===== src/vpiu_consts.svh =====
// Constants for the vectored priority interrupt unit
`ifndef VPIU_CONSTS_SVH
`define VPIU_CONSTS_SVH

`define CHANNELS        7
`define CLK_PERIOD_NS   50
`define REPLY_WAIT_NS   500
`define REPLY_CYC       ((`REPLY_WAIT_NS + `CLK_PERIOD_NS - 1) / `CLK_PERIOD_NS)
`define FN_CODE_HI      32
`define FN_CODE_LO      30
`define FN_INCR_SIGN    29
`define FN_INCR_HI      29
`define FN_INCR_LO      18
`define FN_ADDR_HI      17
`define FN_ADDR_LO      0
`define VEC_BASE        18'h20
`define FN_PROC_WAIT    3'h0
`define FN_STANDARD     3'h1
`define FN_DISPATCH     3'h2
`define FN_INCREMENT    3'h3
`define FN_DATA_OUT     3'h4
`define FN_DATA_IN      3'h5

`endif


===== src/vpiu_pkg.sv =====
// Types shared by the interrupt unit modules
`default_nettype none
package vpiu_pkg;
    typedef enum logic [2:0] {
        ST_IDLE      = 3'b000,
        ST_BUSWAIT   = 3'b001,
        ST_GRANT     = 3'b010,
        ST_STARTPEND = 3'b011,
        ST_EXEC      = 3'b100
    } state_t;
    typedef enum logic [2:0] {
        ACT_STD      = 3'b000,
        ACT_DISPATCH = 3'b001,
        ACT_INCR     = 3'b010,
        ACT_DOUT     = 3'b011,
        ACT_DIN      = 3'b100
    } act_t;
    typedef enum logic [1:0] {
        CLS_SKIP  = 2'b00,
        CLS_JSAVE = 2'b01,
        CLS_OTHER = 2'b10
    } instr_cls_t;
endpackage
`default_nettype wire

===== src/prio_if.sv =====
// Channel vector and its highest-priority pick
`default_nettype none
interface prio_if;
    logic [6:0] vec;
    logic [2:0] idx;
    logic       any;
    logic [6:0] above;
    modport pick (input vec, output idx, output any, output above);
    modport user (output vec, input idx, input any, input above);
endinterface
`default_nettype wire


===== src/prio_pick.sv =====
// Highest-priority channel picker; bit 0 is channel 1
`default_nettype none
module prio_pick (
    prio_if.pick p  // Vector in, pick out
);
    // Walk from lowest priority up so the highest set channel lands last
    always_comb begin
        p.idx   = 3'h0;
        p.any   = 1'b0;
        p.above = 7'h7f;
        for (int i = 6; i >= 0; i--) begin
            if (p.vec[i]) begin
                p.idx   = 3'(i);
                p.any   = 1'b1;
                p.above = 7'((8'h01 << i) - 8'h01);
            end
        end
    end
endmodule
`default_nettype wire


===== src/vectored_priority_interrupt_unit.sv =====
// Priority interrupt unit: accept, grant, function word, start and dismiss
`include "vpiu_consts.svh"
`default_nettype none

//Contract
//RULE_01: Accept active-channel requests unless a channel waits or a start is underway.
//RULE_02: Defer accepted requests while holding the same or a higher channel.
//RULE_03: Grant the highest waiting channel that outranks the current program.
//RULE_04: Busy bus delays the grant; grant beats waiting IO, which stalls.
//RULE_05: A non-requesting peripheral passes the grant onward unchanged.
//RULE_06: A requesting peripheral ends the grant path and returns a function word.
//RULE_07: Start the interrupt at the first allowable stopping point after the word.
//RULE_08: On start, the program counter still points at the interrupted instruction.
//RULE_09: Channel N uses locations 40+2N and 41+2N; standard runs the first.
//RULE_10: Function code in bits 3-5; codes 0, 1 or no reply are standard.
//RULE_11: Code 2 dispatches to the address in bits 18-35.
//RULE_12: Code 3 adds signed bits 6-17 to the word at bits 18-35.
//RULE_13: Codes 4 and 5 do data-out or data-in at bits 18-35.
//RULE_14: Reserved codes 6 and 7 give a standard interrupt.
//RULE_15: Interrupt operations run in kernel mode.
//RULE_16: Interrupt operations never set overflow or trap flags.
//RULE_17: Page failure in an interrupt operation sets the IO page failure flag.
//RULE_18: Peripherals replying with a function word beat silent ones on a channel.
//RULE_19: Skip-class met dismisses with PC unchanged; otherwise run the second location.
//RULE_20: An unmet skip in the second location repeats until met.
//RULE_21: Jump-save class holds the channel and continues at the new PC.
//RULE_22: Other instructions dismiss and return to the prior mode.
//RULE_23: Channels 1 to 7, channel 1 highest; zero means no channel.
//RULE_24: A held channel blocks starts on itself and lower channels only.
//RULE_25: Peripheral requests stay asserted as levels until software clears them.
module vectored_priority_interrupt_unit
    import vpiu_pkg::*;
(
    input  wire logic        sys_clk,        // 20 MHz clock
    input  wire logic        rst_n,          // Async reset, active low
    input  wire logic [6:0]  req_lvl,        // Request levels, bit 0 is channel 1
    input  wire logic [6:0]  chan_on,        // Channel active
    input  wire logic        sys_on,         // Interrupt system on
    input  wire logic        io_bus_busy,    // In-out bus in use
    input  wire logic        io_instr_wait,  // An IO instruction waits for the bus
    input  wire logic        fw_valid,       // Function word strobe from chain
    input  wire logic [35:0] fw_data,        // Function word, bit 35 is LSB
    input  wire logic        stop_point,     // Processor at an allowable stop
    input  wire logic        instr_done,     // Interrupt instruction finished
    input  wire instr_cls_t  instr_cls,      // Its class
    input  wire logic        skip_met,       // Skip condition satisfied
    input  wire logic        is_monitor_uuo,        // Jump-save was the monitor call
    input  wire logic        page_fail,      // Page failure during operation
    input  wire logic        pf_clear,       // Software clears page failure flag
    input  wire logic [2:0]  proc_chan,      // Channel assigned to processor
    input  wire logic        sw_dismiss,     // Program dismisses held interrupt
    output logic             grant,          // Interrupt granted on bus
    output logic [2:0]       grant_chan,     // Granted channel number 1..7
    output logic             io_stall,       // Program stalled behind grant
    output logic             start_pulse,    // Interrupt starts, PC kept
    output var act_t         action,         // Interrupt function
    output logic [17:0]      exec_addr,      // Location or effective address
    output logic [35:0]      incr_value,     // Sign-extended increment
    output logic             kernel_mode,    // Operation in kernel mode
    output logic             flag_block,     // Inhibit overflow and trap flags
    output logic             dismiss,        // Interrupt dismissed
    output logic             resume_pc,      // Return to unchanged PC
    output logic             restore_mode,   // Return to prior mode
    output logic             mode_from_word, // Mode from monitor call PC word
    output logic             repeat_skip,    // Re-execute second location
    output logic [6:0]       held,           // Channels holding interrupts
    output logic             pf_flag         // IO page failure flag
);
    typedef struct packed {
        state_t      st;
        logic [6:0]  accepted;
        logic [6:0]  held;
        logic [2:0]  chan;
        logic [2:0]  gchan;
        act_t        act;
        logic [17:0] addr;
        logic [35:0] incr;
        logic [3:0]  cnt;
        logic        second;
        logic        grant;
        logic        io_stall;
        logic        kernel;
        logic        flag_block;
        logic        start_pulse;
        logic        dismiss;
        logic        resume_pc;
        logic        restore_mode;
        logic        mode_from_word;
        logic        repeat_skip;
        logic [17:0] exec_addr;
        logic        pf_flag;
    } unit_t;

    localparam logic [3:0] REPLY_LAST = 4'(`REPLY_CYC - 1);

    unit_t r_reg;
    unit_t r_next;
    prio_if hp ();
    prio_if wp ();
    logic        waiting;
    logic [6:0]  pf_req;
    logic [17:0] first_loc;
    logic [2:0]  fn;

    prio_pick u_held_pick (.p(hp));
    prio_pick u_wait_pick (.p(wp));

    assign hp.vec  = r_reg.held;
    assign wp.vec  = r_reg.accepted & hp.above;           // [RULE_02] [RULE_24]
    assign waiting = sys_on & wp.any;
    // The processor acts as a device on its assigned channel; zero means none
    assign pf_req  = (r_reg.pf_flag && proc_chan != 3'h0) ? 7'(8'h01 << (proc_chan - 3'h1)) : 7'h00;
    assign first_loc = `VEC_BASE + {14'h0, 3'(r_reg.chan + 3'h1), 1'b0}; // [RULE_09] [RULE_23]
    assign fn = fw_data[`FN_CODE_HI:`FN_CODE_LO];

    always_comb begin
        r_next = r_reg;
        r_next.start_pulse    = 1'b0;
        r_next.dismiss        = 1'b0;
        r_next.resume_pc      = 1'b0;
        r_next.restore_mode   = 1'b0;
        r_next.mode_from_word = 1'b0;
        r_next.repeat_skip    = 1'b0;
        // Levels stay up until software clears them, so a refused one returns
        if (!waiting && r_reg.st == ST_IDLE) begin
            r_next.accepted = r_reg.accepted | ((req_lvl | pf_req) & chan_on); // [RULE_01] [RULE_25]
        end
        if (sw_dismiss && hp.any) begin
            r_next.held[hp.idx] = 1'b0;
        end
        r_next.pf_flag = r_reg.pf_flag & ~pf_clear;
        case (r_reg.st)
            ST_IDLE: begin
                if (waiting) begin
                    r_next.chan = wp.idx;                   // [RULE_03]
                    r_next.gchan = 3'(wp.idx + 3'h1);       // [RULE_23]
                    r_next.st   = ST_BUSWAIT;
                end
            end
            ST_BUSWAIT: begin
                if (!io_bus_busy) begin                     // [RULE_04]
                    r_next.grant = 1'b1;
                    r_next.cnt   = 4'h0;
                    r_next.st    = ST_GRANT;
                end
            end
            ST_GRANT: begin
                // A replying peripheral outranks silent ones on the same channel
                if (fw_valid) begin                         // [RULE_06] [RULE_18]
                    r_next.grant = 1'b0;
                    r_next.st    = ST_STARTPEND;
                    r_next.addr  = fw_data[`FN_ADDR_HI:`FN_ADDR_LO];
                    r_next.incr  = {{24{fw_data[`FN_INCR_SIGN]}}, fw_data[`FN_INCR_HI:`FN_INCR_LO]}; // [RULE_12]
                    case (fn)
                        `FN_DISPATCH:  r_next.act = ACT_DISPATCH; // [RULE_11]
                        `FN_INCREMENT: r_next.act = ACT_INCR;
                        `FN_DATA_OUT:  r_next.act = ACT_DOUT;     // [RULE_13]
                        `FN_DATA_IN:   r_next.act = ACT_DIN;
                        default:       r_next.act = ACT_STD;      // [RULE_10] [RULE_14]
                    endcase
                end else if (r_reg.cnt == REPLY_LAST) begin   // [RULE_10]
                    r_next.grant = 1'b0;
                    r_next.act   = ACT_STD;
                    r_next.st    = ST_STARTPEND;
                end else begin
                    r_next.cnt = r_reg.cnt + 4'h1;
                end
            end
            ST_STARTPEND: begin
                if (stop_point) begin                       // [RULE_07]
                    r_next.start_pulse = 1'b1;              // [RULE_08]
                    r_next.kernel      = 1'b1;              // [RULE_15]
                    r_next.flag_block  = 1'b1;              // [RULE_16]
                    r_next.second      = 1'b0;
                    r_next.accepted[r_reg.chan] = 1'b0;
                    r_next.exec_addr   = (r_reg.act == ACT_STD) ? first_loc : r_reg.addr;
                    r_next.st          = ST_EXEC;
                end
            end
            ST_EXEC: begin
                if (instr_done) begin
                    r_next.st         = ST_IDLE;
                    r_next.kernel     = 1'b0;
                    r_next.flag_block = 1'b0;
                    case (instr_cls)
                        CLS_SKIP: begin
                            if (skip_met) begin             // [RULE_19]
                                r_next.dismiss   = 1'b1;
                                r_next.resume_pc = 1'b1;
                            end else begin
                                r_next.st         = ST_EXEC;
                                r_next.kernel     = 1'b1;
                                r_next.flag_block = 1'b1;
                                if (r_reg.second) begin
                                    r_next.repeat_skip = 1'b1; // [RULE_20]
                                end else begin
                                    r_next.second    = 1'b1;
                                    r_next.exec_addr = r_reg.exec_addr + 18'h1;
                                end
                            end
                        end
                        CLS_JSAVE: begin
                            r_next.held[r_reg.chan] = 1'b1; // [RULE_21]
                            r_next.mode_from_word   = is_monitor_uuo;
                        end
                        default: begin
                            r_next.dismiss      = 1'b1;     // [RULE_22]
                            r_next.restore_mode = 1'b1;
                        end
                    endcase
                end
            end
            default: begin
                r_next.st = ST_IDLE;
            end
        endcase
        // Trapping would lose the operation, so the failure becomes a request
        if (r_reg.st == ST_EXEC && page_fail) begin
            r_next.pf_flag = 1'b1;                          // [RULE_17]
        end
        r_next.io_stall = io_instr_wait && (r_next.st == ST_BUSWAIT || r_next.st == ST_GRANT); // [RULE_04]
    end

    always_ff @(posedge sys_clk or negedge rst_n) begin
        if (!rst_n) begin
            r_reg <= '0;
        end else begin
            r_reg <= r_next;
        end
    end

    assign grant          = r_reg.grant;
    assign grant_chan     = r_reg.gchan;
    assign io_stall       = r_reg.io_stall;
    assign start_pulse    = r_reg.start_pulse;
    assign action         = r_reg.act;
    assign exec_addr      = r_reg.exec_addr;
    assign incr_value     = r_reg.incr;
    assign kernel_mode    = r_reg.kernel;
    assign flag_block     = r_reg.flag_block;
    assign dismiss        = r_reg.dismiss;
    assign resume_pc      = r_reg.resume_pc;
    assign restore_mode   = r_reg.restore_mode;
    assign mode_from_word = r_reg.mode_from_word;
    assign repeat_skip    = r_reg.repeat_skip;
    assign held           = r_reg.held;
    assign pf_flag        = r_reg.pf_flag;
endmodule
`default_nettype wire


===== config.mk =====
export PLATFORM = sky130hd
export DESIGN_NAME = vectored_priority_interrupt_unit
export DESIGN_NICKNAME = d
export VERILOG_FILES = /design/src/vpiu_pkg.sv /design/src/prio_if.sv /design/src/prio_pick.sv /design/src/vectored_priority_interrupt_unit.sv
export VERILOG_INCLUDE_DIRS = /design/src
export SDC_FILE = /design/constraint.sdc
export NUM_CORES = 1
export LEC_CHECK = 0
export CAP_MARGIN = 20
export CORE_MARGIN = 2
export CORE_UTILIZATION = 50
export CTS_BUF_LIST = sky130_fd_sc_hd__clkbuf_8
export DETAILED_ROUTE_END_ITERATION = 10
export DONT_BUFFER_PORTS = 1
export PLACE_DENSITY = 0.74
export SLEW_MARGIN = 20
export SYNTH_ARGS = -nofsm -noshare
export SYNTH_HDL_FRONTEND = slang
export SYNTH_SLANG_ARGS = --single-unit

===== constraint.sdc =====
create_clock -name sys_clk -period 2.4 [get_ports sys_clk]
set_input_delay 0.24 -clock sys_clk [delete_from_list [all_inputs] [get_ports sys_clk]]
set_output_delay 0.24 -clock sys_clk [all_outputs]
set_load 0.01 [all_outputs]

==> results of run 1 <==
routing by layer:
metal  share of wire, %  vias up  global-route usage (%)  routed length (um)
met1                 45     1721                    27.0                4690
li1                   -     1618                       -                   -
met4               0.92        0                    6.28                  97
met3                8.8        7                    6.38                 928
met5                  0        -                       0                   0
met2                 46      153                    29.7                4780
layout by cell type (no fill, tap or decap), drive strengths merged, types with 3 or more instances in the layout:
cell type	netlist	layout
a21boi	4	4
a21o	3	3
a21oi	21	21
a22o	9	9
and2	6	6
and3	3	3
buf	79	18
clkbuf	8	9
dfrtp	89	89
dlygate4sd3	0	7
ha	6	6
inv	17	19
mux2	32	32
mux2i	3	3
nand2	38	38
nand2b	7	7
nand3	12	12
nand4	9	9
nand4b	3	3
nor2	35	35
nor2b	5	5
nor3	6	6
nor3b	3	3
nor4	3	3
nor4b	3	3
o211ai	3	3
o21ai	54	54
o22ai	3	3
o31a	4	4
o31ai	3	3
through the flow:
step           hold slack, ps  cell area (um^2)
6_report                 17.2              4930
4_1_cts                 0.790              4930
2_1_floorplan           -55.6              4940
5_1_grt                  3.12              4930
3_3_place_gp            -53.9              4620
3_5_place_dp            -54.0              4620
report_power, final:
part           total, mW  switching (mW)  internal [mW]
registers           2.89           0.818           2.08
clock network       1.11           0.526          0.580
logic               1.88           0.965          0.914
final cells by class:
class,count,area [um^2]
timing repair buffer,25,238
inverter,17,63.8
tap,133,166
clock inverter,7,88.8
multi-input combinational,310,2030
clock buffer,9,124
sequential,89,2230
fill,899,4750
timing repair:
action                                 in CTS  in global routing
setup buffers                               0                  0
setup endpoints to repair                   0                  0
hold buffers                                8                  0
endpoints found under the hold margin      94                  0
path summary, 6_finish.rpt:
kind / to / slack, ps / cells past startpoint
worst max-delay path: grant_chan[1] / 200 / 6
worst min-delay path: mode_from_word / 20 / 1
worst max register to register: grant_chan[1] / 200 / 6
worst min register to register: r_reg[87] / 520 / 1
max in group asynchronous: incr_value[5] / 1600 / 2
min in group asynchronous: exec_addr[14] / 450 / 2
logic make-up (layout without fill, tap and decap cells):
logic type                 Yosys count  in the layout  share of synthesized area, %
and+or+nand+nor                    144            144                          15.0
buffers and inverters              104             58                          14.1
adders and majority gates            6              6                          1.52
xor gates and xnor gates             2              2                         0.355
DFF                                 89             89                          45.1
muxes                               35             35                          7.90
AOI/OAI and AO/OA                  123            123                          16.1
==> out/summary.md, run 1 <==
The flow ran to the end, and the final reports show no timing, DRC or antenna violations. Synthesis produced a netlist whose cell count is 503. Measured along the x axis, the die boundary spans 103 um. Main flop type after synthesis: sky130_fd_sc_hd__dfrtp_1.

sky130_fd_sc_hd__dfrtp_1 takes more of the synthesized area than any other cell. The register with the most flip-flops in the layout has 36 of them. The fraction of the cycle the final worst path needs works out to 91.7%.

The worst-case IR drop observed on VDD is 0.522 mV. The tools report the hold path startpoint as is_monitor_uuo. The tools report the maximum buffer depth of the clock tree as 2.

In this run the count of I/O pins placed on the die edge is 146. The detailed-route wire length per cell works out to 17.8 um. Setup violations remaining at the end of the flow were counted as 0.

For this run, the register share of the synthesized area comes to 45.1%. By area the synthesized netlist is led by sky130_fd_sc_hd__dfrtp_1 45%, sky130_fd_sc_hd__buf_4 10%, sky130_fd_sc_hd__mux2_2 7.3%. Once detailed placement completed, the half-perimeter wirelength came to 7430 um.

The tools report the placer's final routability congestion estimate as 0.892. The post-route antenna net violation count was 0; the number of cells upsized or downsized after cts was 0. The transition time at the pin with the least slew margin is 693 ps, and the count of placed standard cells in the final layout, fillers left out is 590. In this run the worst setup path begins at held[0]. The final-stage net count is 526, and the total of buffers placed on input and output ports is 0.

The most common cell in the synthesized netlist is sky130_fd_sc_hd__dfrtp_1. Global routing finished with a remaining overflow of 0. The signed area change from the synthesized netlist to the final layout was -0.0761%. Instance count after placement with tap cells included: 566. Timing analysis after detailed placement gives a worst setup slack of 274 ps. The cell class contributing the biggest share of worst-path delay was simple AND/OR/NAND/NOR gates. Summed over all layers, the routed wires come to 10500 um. The synthesized design contains 89 register bits. Max-cap violations in this run came to 0. The area of the placeable core came out at 9680 um^2. Setup repair after global routing left no endpoint under its margin. The tightest min-delay check is of the input port to flip-flop type. The initial antenna violation count came out at 1.

The critical path in this run is classified as flip-flop to flip-flop. TritonCTS built the clock tree. The number of design-rule violations left by the first detailed-router iteration was 264; the areal power density over the cells was 1190 nW/um^2. Data required time at the worst endpoint: 2640 ps. The worst setup path is launched from a flip-flop.

In this design, the stage delay of the slowest critical-path cell is 460 ps. Overall power consumption after layout is estimated at 5.88 mW. The tools report the count of TritonRoute iterations in the first routing pass as 5.

The buffering stage count on the worst path with inverters included works out to 0. The register clock-pin slew on the reported worst setup and hold paths was 90 ps. Arrival time reported for the critical path endpoint: 2440 ps. For the post-route clock skew, the log shows 22.1 ps. In this run the vertical extent of the chip is 103 um.

Headroom to the max-slew limit came out at 53.8%. The tools report the first-pass GRT wire length as 16300 um. The number of buffers inserted during clock tree synthesis is 9, and the initial core utilization is 51.0%.

Yosys warning count: 0. The share of the core filled with cells was 51.0%. The smallest setup slack after layout is 199 ps, and the ratio of routed vias to standard cells is 5.93.

On the critical path, the stage with the largest delay is an instance of sky130_fd_sc_hd__dfrtp_1. The total DRC errors in the routed layout was 0. The die covers 10700 um^2. Global routing used 19.7% of the available tracks. The clock latency of the later-clocked register in the worst-skew pair is 360 ps, and the post-route minimum period is 2200 ps. Of the cells placed in the final design, the portion with a size suffix greater than 1 is 16.2%. The critical-path maximum fanout is 5. The run gives 36 as the number of placement rows.

The tools report the net count after synthesis as 577. The worst setup path is captured at a flip-flop. The startpoint of the worst-slack reg-to-reg timing path was held[0]. Detailed routing inserted a total of 3499 vias.

In this run the static leakage power is 2.10 nW. 0 antenna diodes ended up in the layout. The tools report the number of global-route vias before repair as 3320.

For the total negative slack, the log shows 0 ps. The pin count of the biggest net entering global routing is 90, and the achievable clock frequency is 454 MHz. In this run the mean area of a mapped cell was 9.82 um^2.

In this run the clock root is driven by a sky130_fd_sc_hd__clkbuf_8. For the number of endpoints with negative hold slack in the final report, the log shows 0. The synthesized netlist contains 58 unique library cells. The signal on the critical path passes through nor4_1, and2_1, nand4b_1, a21boi_0, ha_1, mux2_2. Number of pins with negative max-slew slack in the final report: 0. After synthesis the cells add up to 4940 um^2. For this run, asynchronously set or reset flops after synthesis account for 100%.

The commonest cells after synthesis are 89 x sky130_fd_sc_hd__dfrtp_1, 69 x sky130_fd_sc_hd__buf_4, 38 x sky130_fd_sc_hd__nand2_1. The top cell type by area accounts for 45.1% of the synthesized area. The H-tree was split into 3 levels. In this run, synthesis inferred 0 flip-flops with an integrated enable. For the count of clock tree sinks, the log shows 89.
Power figures use the tool's default switching activity.
==> run 2: changes to the inputs <==
- ABC_AREA: default -> 1
==> run 2 against run 1 <==
Via count increased by 5.1%. Maximum frequency increased by 14%. Synthesized cell count increased by 16%. Cell count increased by 15%. Critical path type unchanged. Largest power group unchanged.
==> out/summary.md, run 2 <==
The tools report the achievable clock frequency as 519 MHz (was 454 MHz). Gate count of the mapped netlist: 584 (was 503). TritonCTS built the clock tree.

The total DRC errors in the routed layout was 0 (unchanged). The critical-path maximum fanout works out to 5 (unchanged). The cell leakage power is 2.45 nW (was 2.10 nW).

The logs give 20.1% (was 19.7%) for the overall routing resource usage and 4740 um (was 4690 um) for the met1 layer wirelength in the final routing. The areal power density over the cells works out to 1130 nW/um^2 (was 1190 nW/um^2). The critical path class is flip-flop to flip-flop (unchanged).

The run gives 3 (unchanged) as the H-tree level count. The tools report the master cell of the clock root buffer as sky130_fd_sc_hd__clkbuf_8 (unchanged). The number of pins with negative max-slew slack in the final report was 0 (unchanged). The area of the placeable core is 9860 um^2 (was 9680 um^2). The share of synthesized registers carrying an async set or reset works out to 100% (unchanged).

For the net count after synthesis, the log shows 658 (was 577). The run finished with clean final reports. The sum of met3 wire segment lengths after detailed routing was 978 um (was 928 um). The fraction of the cycle the final worst path needs is 80.3% (was 91.7%), and the post-route minimum period is 1930 ps (was 2200 ps). The fraction of layout instances using a drive strength above 1 is 10.3% (was 16.2%). The tools report the kind of capture point of the worst setup path as a flip-flop (unchanged).

The average instance area after synthesis came out at 8.75 um^2 (was 9.82 um^2). For the area of the multi-input gates, the log shows 2010 um^2 (was 2030 um^2). The critical path launch point type was a flip-flop (unchanged). The most instantiated library cell after synthesis is sky130_fd_sc_hd__dfrtp_1 (unchanged).

The run gives 613 (was 526) as the final-stage net count. The count of boundary I/O pins was 146 (unchanged); the signed area change from the synthesized netlist to the final layout was 0.490% (was -0.0761%). The floorplan die area came out at 11000 um^2 (was 10700 um^2). The run gives 0 (unchanged) as the post-route antenna net violation count. Top cells by area, synth: sky130_fd_sc_hd__dfrtp_1 44%, sky130_fd_sc_hd__buf_4 10%, sky130_fd_sc_hd__nand2_1 6.2% (was sky130_fd_sc_hd__dfrtp_1 45%, sky130_fd_sc_hd__buf_4 10%, sky130_fd_sc_hd__mux2_2 7.3%).

For the netlist area before placement, the log shows 5110 um^2 (was 4940 um^2). The initial antenna violation count was 3 (was 1). The max-cap violation count is 0 (unchanged), and the post-synthesis xor/xnor area fraction is 0.857% (was 0.355%).

The count of TritonRoute iterations in the first routing pass is 4 (was 5). Most frequent cells in the layout: 88 x sky130_fd_sc_hd__dfrtp_1, 84 x sky130_fd_sc_hd__nand2_1, 61 x sky130_fd_sc_hd__inv_1, 41 x sky130_fd_sc_hd__nor2_1, 33 x sky130_fd_sc_hd__nand3_1 (was 88 x sky130_fd_sc_hd__dfrtp_1, 38 x sky130_fd_sc_hd__nand2_1, 34 x sky130_fd_sc_hd__nor2_1, 32 x sky130_fd_sc_hd__o21ai_0, 32 x sky130_fd_sc_hd__mux2_2). The tools report the count of vias placed by the detailed router as 3679 (was 3499).

The complex-gate fraction of the synthesized area was 12.1% (was 16.1%). The vertical die dimension is 105 um (was 103 um). Fraction of the mapped netlist area in adder cells: 1.47% (was 1.52%). For the number of setup violations in the final report, the log shows 0 (unchanged).

The post-route clock skew is 14.5 ps (was 22.1 ps). The register bit total from synthesis is 89 (unchanged). The initial core utilization was 51.8% (was 51.0%); the arrival time reported for the critical path endpoint was 2160 ps (was 2440 ps). The share of synthesized area occupied by flip-flops and latches is 43.6% (was 45.1%). The number of design-rule violations left by the first detailed-router iteration was 151 (was 264); the total of buffers placed on input and output ports was 0 (unchanged). Multiplexer share of the synthesized area: 6.61% (was 7.90%). The transition time at the pin with the least slew margin was 776 ps (was 693 ps). The logs give 0 (unchanged) for the Yosys warning count and 10800 um (was 10500 um) for the final wirelength.

The register clock-pin slew on the reported worst setup and hold paths is 100 ps (was 90 ps), and the count of clock tree sinks is 89 (unchanged). The maximum buffer depth of the clock tree was 2 (unchanged); the number of global-route vias before repair was 3710 (was 3320). The worst ir drop on vdd is 0.654 mV (was 0.522 mV), and the ratio of routed vias to standard cells is 5.42 (was 5.93). The pin count of the biggest net entering global routing is 90 (unchanged). The uppermost signal routing layer after detailed routing was met5 (was met4).

Flip-flop count of the largest register after layout: 36 (unchanged). Path class of the lowest-slack min-delay path: input port to flip-flop (unchanged). The detailed-route wire length per cell is 15.9 um (was 17.8 um). The dominant cell type by area after synthesis is sky130_fd_sc_hd__dfrtp_1 (unchanged). The placer's final routability congestion estimate came out at 0.910 (was 0.892). The number of placement rows came out at 36 (unchanged). The largest family of logic cells by synthesized area was simple AND/OR/NAND/NOR gates (was compound AO/OA/AOI/OAI gates).

List of most frequent post-synthesis cells: 89 x sky130_fd_sc_hd__dfrtp_1, 84 x sky130_fd_sc_hd__nand2_1, 69 x sky130_fd_sc_hd__buf_4 (was 89 x sky130_fd_sc_hd__dfrtp_1, 69 x sky130_fd_sc_hd__buf_4, 38 x sky130_fd_sc_hd__nand2_1). The width of the chip works out to 105 um (was 103 um). The run gives 48.1% (was 53.8%) as the tightest slew margin relative to the limit. The total negative slack is 0 ps (unchanged). The first-pass GRT wire length is 17900 um (was 16300 um), and the data required time at the worst endpoint is 2630 ps (was 2640 ps). The share of the core filled with cells was 52.1% (was 51.0%); the area occupied by registers was 2230 um^2 (unchanged). The total congestion overflow is 0 (unchanged), and the count of flip-flops with a built-in enable after synthesis is 0 (unchanged). The count of cell types in the netlist was 42 (was 58); the met2 layer wire length in the routed design was 4880 um (was 4780 um). Setup repair after global routing left no endpoint under its margin. The run gives 360 ps (about the same) as the clock latency of the later-clocked register in the worst-skew pair.

The simple-gate share of the synthesized area was 18.3% (was 15.0%). The detailed-placement wirelength estimate came out at 7880 um (was 7430 um). The most common cell after layout, fill and taps aside was sky130_fd_sc_hd__dfrtp_1 (unchanged).

The tools report the number of fill cells as 903 (was 899). The number of buffers added for setup after CTS was 0 (unchanged); the area fraction of the dominant cell type after synthesis was 43.6% (was 45.1%). Number of buffers inserted during clock tree synthesis: 9 (unchanged). The main flop type after synthesis was sky130_fd_sc_hd__dfrtp_1 (unchanged).

Number of endpoints with negative hold slack in the final report: 0 (unchanged).
-- run 2: cell count changes in the layout (fill, tap and decap cells not counted), sizes merged, moves of 12 or more --
cell / delta
dlygate4sd3: +12
inv: +53
nand3: +25
buf: -12
o21ai: -26
nand2: +53
-- run 2: layout make-up --
class                   instances  share of cell area [%]
diodes                          2                  0.0974
clock buffers                  10                    2.68
clock inverters                 6                    1.27
inverters                      71                    5.19
multi-input cells             343                    39.2
flip-flops and latches         89                    43.4
well taps                     133                    3.24
repair buffers                 25                    4.97
-- run 2: through the flow --
| stage | hold WS (ps) | setup slack, ps | area (um^2) | std cells | total power [mW] |
|---|---|---|---|---|---|
| finish | 11.1 | 474 | 5140 | 679 | 5.78 |
| global route | 0.493 | 251 | 5140 | 679 | 6.24 |
| CTS | 0.818 | 457 | 5110 | 675 | 5.83 |
| detailed placement | -52.3 | 476 | 4710 | 641 | 4.70 |
| global placement | -53.0 | 553 | 4710 | 641 | 4.61 |
| floorplan | -55.6 | 822 | 5110 | 584 | 4.93 |
-- run 2: critical path: stages, from the launching register on --
cell and delay [ps]:
sky130_fd_sc_hd__dfrtp_1 480, sky130_fd_sc_hd__nor2_1 220, sky130_fd_sc_hd__nand2_2 110, sky130_fd_sc_hd__nor2_1 130, sky130_fd_sc_hd__nand2_1 70, sky130_fd_sc_hd__nand2_1 60, sky130_fd_sc_hd__nand2_1 50, sky130_fd_sc_hd__a21boi_1 250
sky130_fd_sc_hd__ha_1 220, sky130_fd_sc_hd__xor2_1 150, sky130_fd_sc_hd__o21ai_1 80
-- run 2: what timing repair did --
action                                 4_1_cts  5_1_grt
gates resized for setup                      0        0
endpoints found under the hold margin      104        2
hold buffers                                18        2
-- run 2: logic make-up (layout without fill, tap and decap cells) --
logic type                 after synthesis  in the layout
AOI/OAI and AO/OA                      101            101
adders and majority gates                6              6
other                                    0              2
xor gates and xnor gates                 5              5
and+or+nand+nor                        201            201
muxes                                   30             30
DFF                                     89             89
buffers and inverters                  152            112
-- run 2: path summary, 6_finish.rpt --
path,from,to,slack [ps],cells after the start
max reg2reg,held[2],grant_chan[2],470,10
max in group asynchronous,rst_n,incr_value[11],1520,2
max,held[2],grant_chan[2],470,10
min in group asynchronous,rst_n,r_reg[74],500,2
min,fw_data[15],r_reg[85],10,1
min reg2reg,r_reg[74],r_reg[74],500,1
-- run 2: power by group --
part | internal, mW | switching (mW) | leakage [nW]
Sequential | 2.07 | 0.700 | 1.10
Combinational | 0.714 | 1.25 | 1.25
Clock | 0.512 | 0.536 | 0.103
Total | 3.30 | 2.49 | 2.45
-- run 2: metal layers --
layer,vias to the layer above,global-route usage [%]
met5,-,0
met4,2,7.33
met3,16,6.67
met2,152,31.4
met1,1719,26.2
li1,1790,-
==> run 3: changes to the inputs <==
- clock period: 2.4 -> 1.9 ns (I/O delays scaled with it)
==> run 3 against run 2 <==
The flow now finishes with violations (negative hold slack). Non-clock buffer count is 32 higher. Core utilization is 3.3 points higher. Hold slack worse by 490 ps. Critical path depth is 1 higher. Design area is 6.3% higher. Sequential power is 26% higher. Sequential share of layout area is 2.5 points lower. Maximum frequency is 8.3% higher. Sequential cell count stayed put. Power is 31% higher. Clock skew is 1.3 ps higher. Global-route usage is 1.4 points higher. Largest cell class unchanged. Largest power group unchanged.
==> out/summary.md, run 3 (same netlist as run 2, synthesis figures left out) <==
The vertical die dimension is 105 um (unchanged). The tools report the number of inserted diodes as 0 (was 2). TritonCTS built the clock tree. The run gives 18.1% (about the same) as the clock group share of total power. The total of buffers placed on input and output ports works out to 0 (unchanged).

The run gives 7.60 mW (was 5.78 mW) as the total design power. The maximum buffer depth of the clock tree is 2 (unchanged), and the fraction of the cycle the final worst path needs is 93.6% (was 80.3%). The run gives 5460 um^2 (was 5140 um^2) as the design area.

Pin count of the biggest net entering global routing: 90 (unchanged). The final reports fail on negative hold slack. The post-route clock skew is 15.8 ps (was 14.5 ps), and the number of fill cells is 864 (was 903). The logs give 9 (unchanged) for the number of buffers inserted during clock tree synthesis and 370 ps (was 360 ps) for the clock latency of the later-clocked register in the worst-skew pair. The sequential share of power was 45.9% (was 47.9%); the number of placement rows was 36 (unchanged).

The placer's final routability congestion estimate was 0.972 (was 0.910). Critical path class: flip-flop to flip-flop (unchanged). The most common cell after layout, fill and taps aside is sky130_fd_sc_hd__dfrtp_1 (unchanged). The total DRC errors in the routed layout came out at 0 (unchanged). The achievable clock frequency is 562 MHz (was 519 MHz), and the critical-path maximum fanout is 4 (was 5). The run gives 36.0% (was 34.0%) as the combinational share of power. The number of pins with negative max-slew slack in the final report was 0 (unchanged). The count of boundary I/O pins was 146 (unchanged). The initial core utilization was 51.8% (unchanged). Worst ir drop on vdd: 0.971 mV (was 0.654 mV). The logs give 8260 um (was 7880 um) for the detailed-placement wirelength estimate and 89 (unchanged) for the count of clock tree sinks.

The tools report the H-tree level count as 3 (unchanged). Setup repair after global routing could not meet its margin everywhere. The worst hold margin is -479 ps (was 11.1 ps).

The run gives 246 (was 151) as the number of design-rule violations left by the first detailed-router iteration. The master cell of the clock root buffer was sky130_fd_sc_hd__clkbuf_8 (unchanged). The internal portion of total power was 4.41 mW (was 3.30 mW); the width of the chip was 105 um (unchanged). The flip-flop count of the largest register after layout came out at 36 (unchanged). The slowest cell on the critical path was sky130_fd_sc_hd__dfrtp_2 (was sky130_fd_sc_hd__dfrtp_1).

Areal power density over the cells: 1390 nW/um^2 (was 1130 nW/um^2). Critical path launch point type: a flip-flop (unchanged). The path class of the lowest-slack min-delay path is input port to async pin (was input port to flip-flop).

The first-pass GRT wire length was 19000 um (was 17900 um). The area of the placeable core is 9860 um^2 (unchanged). The instance area at placement is 4820 um^2 (was 4710 um^2).

Overall routing resource usage: 21.6% (was 20.1%). The run gives 3885 (was 3710) as the number of global-route vias before repair. The switching power came out at 3.19 mW (was 2.49 mW). Kind of capture point of the worst setup path: a flip-flop (unchanged). Crit path cell chain: nor2_4, nand2_2, nor2_1, nor2_1, nand2_1, nand3_1, nand3_1, inv_1, ha_1, xor2_1, o21ai_1 (was nor2_1, nand2_2, nor2_1, nand2_1, nand2_1, nand2_1, a21boi_1, ha_1, xor2_1, o21ai_1).

The logs give 0 (was 3) for the initial antenna violation count and 55.3% (was 52.1%) for the share of the core filled with cells. For the floorplan die area, the log shows 11000 um^2 (unchanged). The number of buffers added for setup after CTS is 0 (unchanged). The detailed-route wire length per cell works out to 16.5 um (was 15.9 um). The number of setup violations in the final report was 0 (unchanged).

The flow ran to the end, but the final reports show violations. The register clock-pin slew on the reported worst setup and hold paths works out to 90 ps (was 100 ps). The arrival time reported for the critical path endpoint came out at 2060 ps (was 2160 ps).

The post-cts hold buffer count came out at 42 (was 18). The maximum cell stage delay along the critical path is 470 ps (was 480 ps), and the ratio of routed vias to standard cells is 5.49 (was 5.42). The post-route minimum period is 1780 ps (was 1930 ps). The number of endpoints with negative hold slack in the final report was 89 (was 0). The total congestion overflow is 0 (unchanged), and the proportion of total power due to net switching is 42.0% (was 43.0%). The data required time at the worst endpoint is 2180 ps (was 2630 ps), and the fraction of layout instances using a drive strength above 1 is 11.3% (was 10.3%). The signed area change from the synthesized netlist to the final layout came out at 6.81% (was 0.490%). The tightest slew margin relative to the limit is 66.2% (was 48.1%), and the count of TritonRoute iterations in the first routing pass is 4 (unchanged). The transition time at the pin with the least slew margin was 507 ps (was 776 ps); the cell leakage power was 2.62 nW (was 2.45 nW).

The post-route antenna net violation count was 0 (unchanged); the final-stage net count was 645 (was 613). For the count of vias placed by the detailed router, the log shows 3888 (was 3679). The final wirelength came out at 11700 um (was 10800 um). The max-cap violation count came out at 0 (unchanged). Most frequent cells in the layout: 87 x sky130_fd_sc_hd__dfrtp_1, 84 x sky130_fd_sc_hd__nand2_1, 63 x sky130_fd_sc_hd__inv_1, 42 x sky130_fd_sc_hd__dlygate4sd3_1, 40 x sky130_fd_sc_hd__nor2_1 (was 88 x sky130_fd_sc_hd__dfrtp_1, 84 x sky130_fd_sc_hd__nand2_1, 61 x sky130_fd_sc_hd__inv_1, 41 x sky130_fd_sc_hd__nor2_1, 33 x sky130_fd_sc_hd__nand3_1).
-- run 3: cell types whose count changed in the layout (fill, tap and decap cells not counted), sizes merged --
cell         before  now
clkinv            3    2
clkbuf           10    9
diode             2    0
bufinv            1    2
inv              72   73
clkinvlp          1    0
buf               6   15
dlygate4sd3      19   42
-- run 3: worst max-delay path, delay by kind of cell (launching register included) --
| kind | cells | cell delay [ps] |
|---|---|---|
| AND/OR/NAND/NOR | 7 | 730 |
| flip-flops | 1 | 470 |
| adder cells (fa/ha/maj) | 1 | 180 |
| XOR/XNOR | 1 | 160 |
| AO/OA/AOI/OAI | 1 | 110 |
| buffers and inverters | 1 | 50 |
-- run 3: layout make-up --
cell class	count	area [um^2]	area share, %
Sequential cell	89	2230	40.8
Multi-Input combinational cell	343	2020	37.1
Timing Repair Buffer	57	571	10.5
Inverter	71	267	4.88
Tap cell	133	166	3.05
Clock buffer	9	124	2.27
Clock inverter	6	77.6	1.42
-- run 3: final timing paths --
path                             from       endpoint  slack, ps  depth (start not counted)
max                           held[0]  grant_chan[2]        120                         11
min                             rst_n        pf_flag       -480                          0
max reg2reg                   held[0]  grant_chan[2]        120                         11
min reg2reg                 r_reg[74]      r_reg[74]        500                          1
max in group asynchronous       rst_n  incr_value[9]       2240                          0
min in group sys_clk       chan_on[3]     r_reg[107]         20                          2
-- run 3: power by group through the flow --
stage	Sequential, mW	Clock, mW	Combinational (mW)
2_1_floorplan	3.15	0	3.09
3_3_place_gp	3.47	0	2.51
3_5_place_dp	3.51	0	2.62
4_1_cts	3.48	1.41	2.71
5_1_grt	3.59	1.48	3.09
6_report	3.49	1.38	2.74
-- run 3: metal layers --
metal	routed length [um]	GRT usage, %	up-vias
met1	5030	28.0	1867
met4	230	8.00	0
met5	0	0	-
met3	757	4.37	23
met2	5670	35.6	147
li1	-	-	1851
-- run 3: what timing repair did --
action,in CTS,in global routing
setup endpoints to repair,0,3
endpoints found under the hold margin,131,89
resized for setup,0,4
-- run 3: stage by stage --
| stage | setup slack, ps | instances | TNS (ps) |
|---|---|---|---|
| after floorplan | 322 | 584 | 0 |
| after global placement | 176 | 651 | 0 |
| after detailed placement | 115 | 651 | 0 |
| after CTS | 92.1 | 708 | 0 |
| after global routing | -19.8 | 708 | -19.8 |
| final | 121 | 708 | 0 |
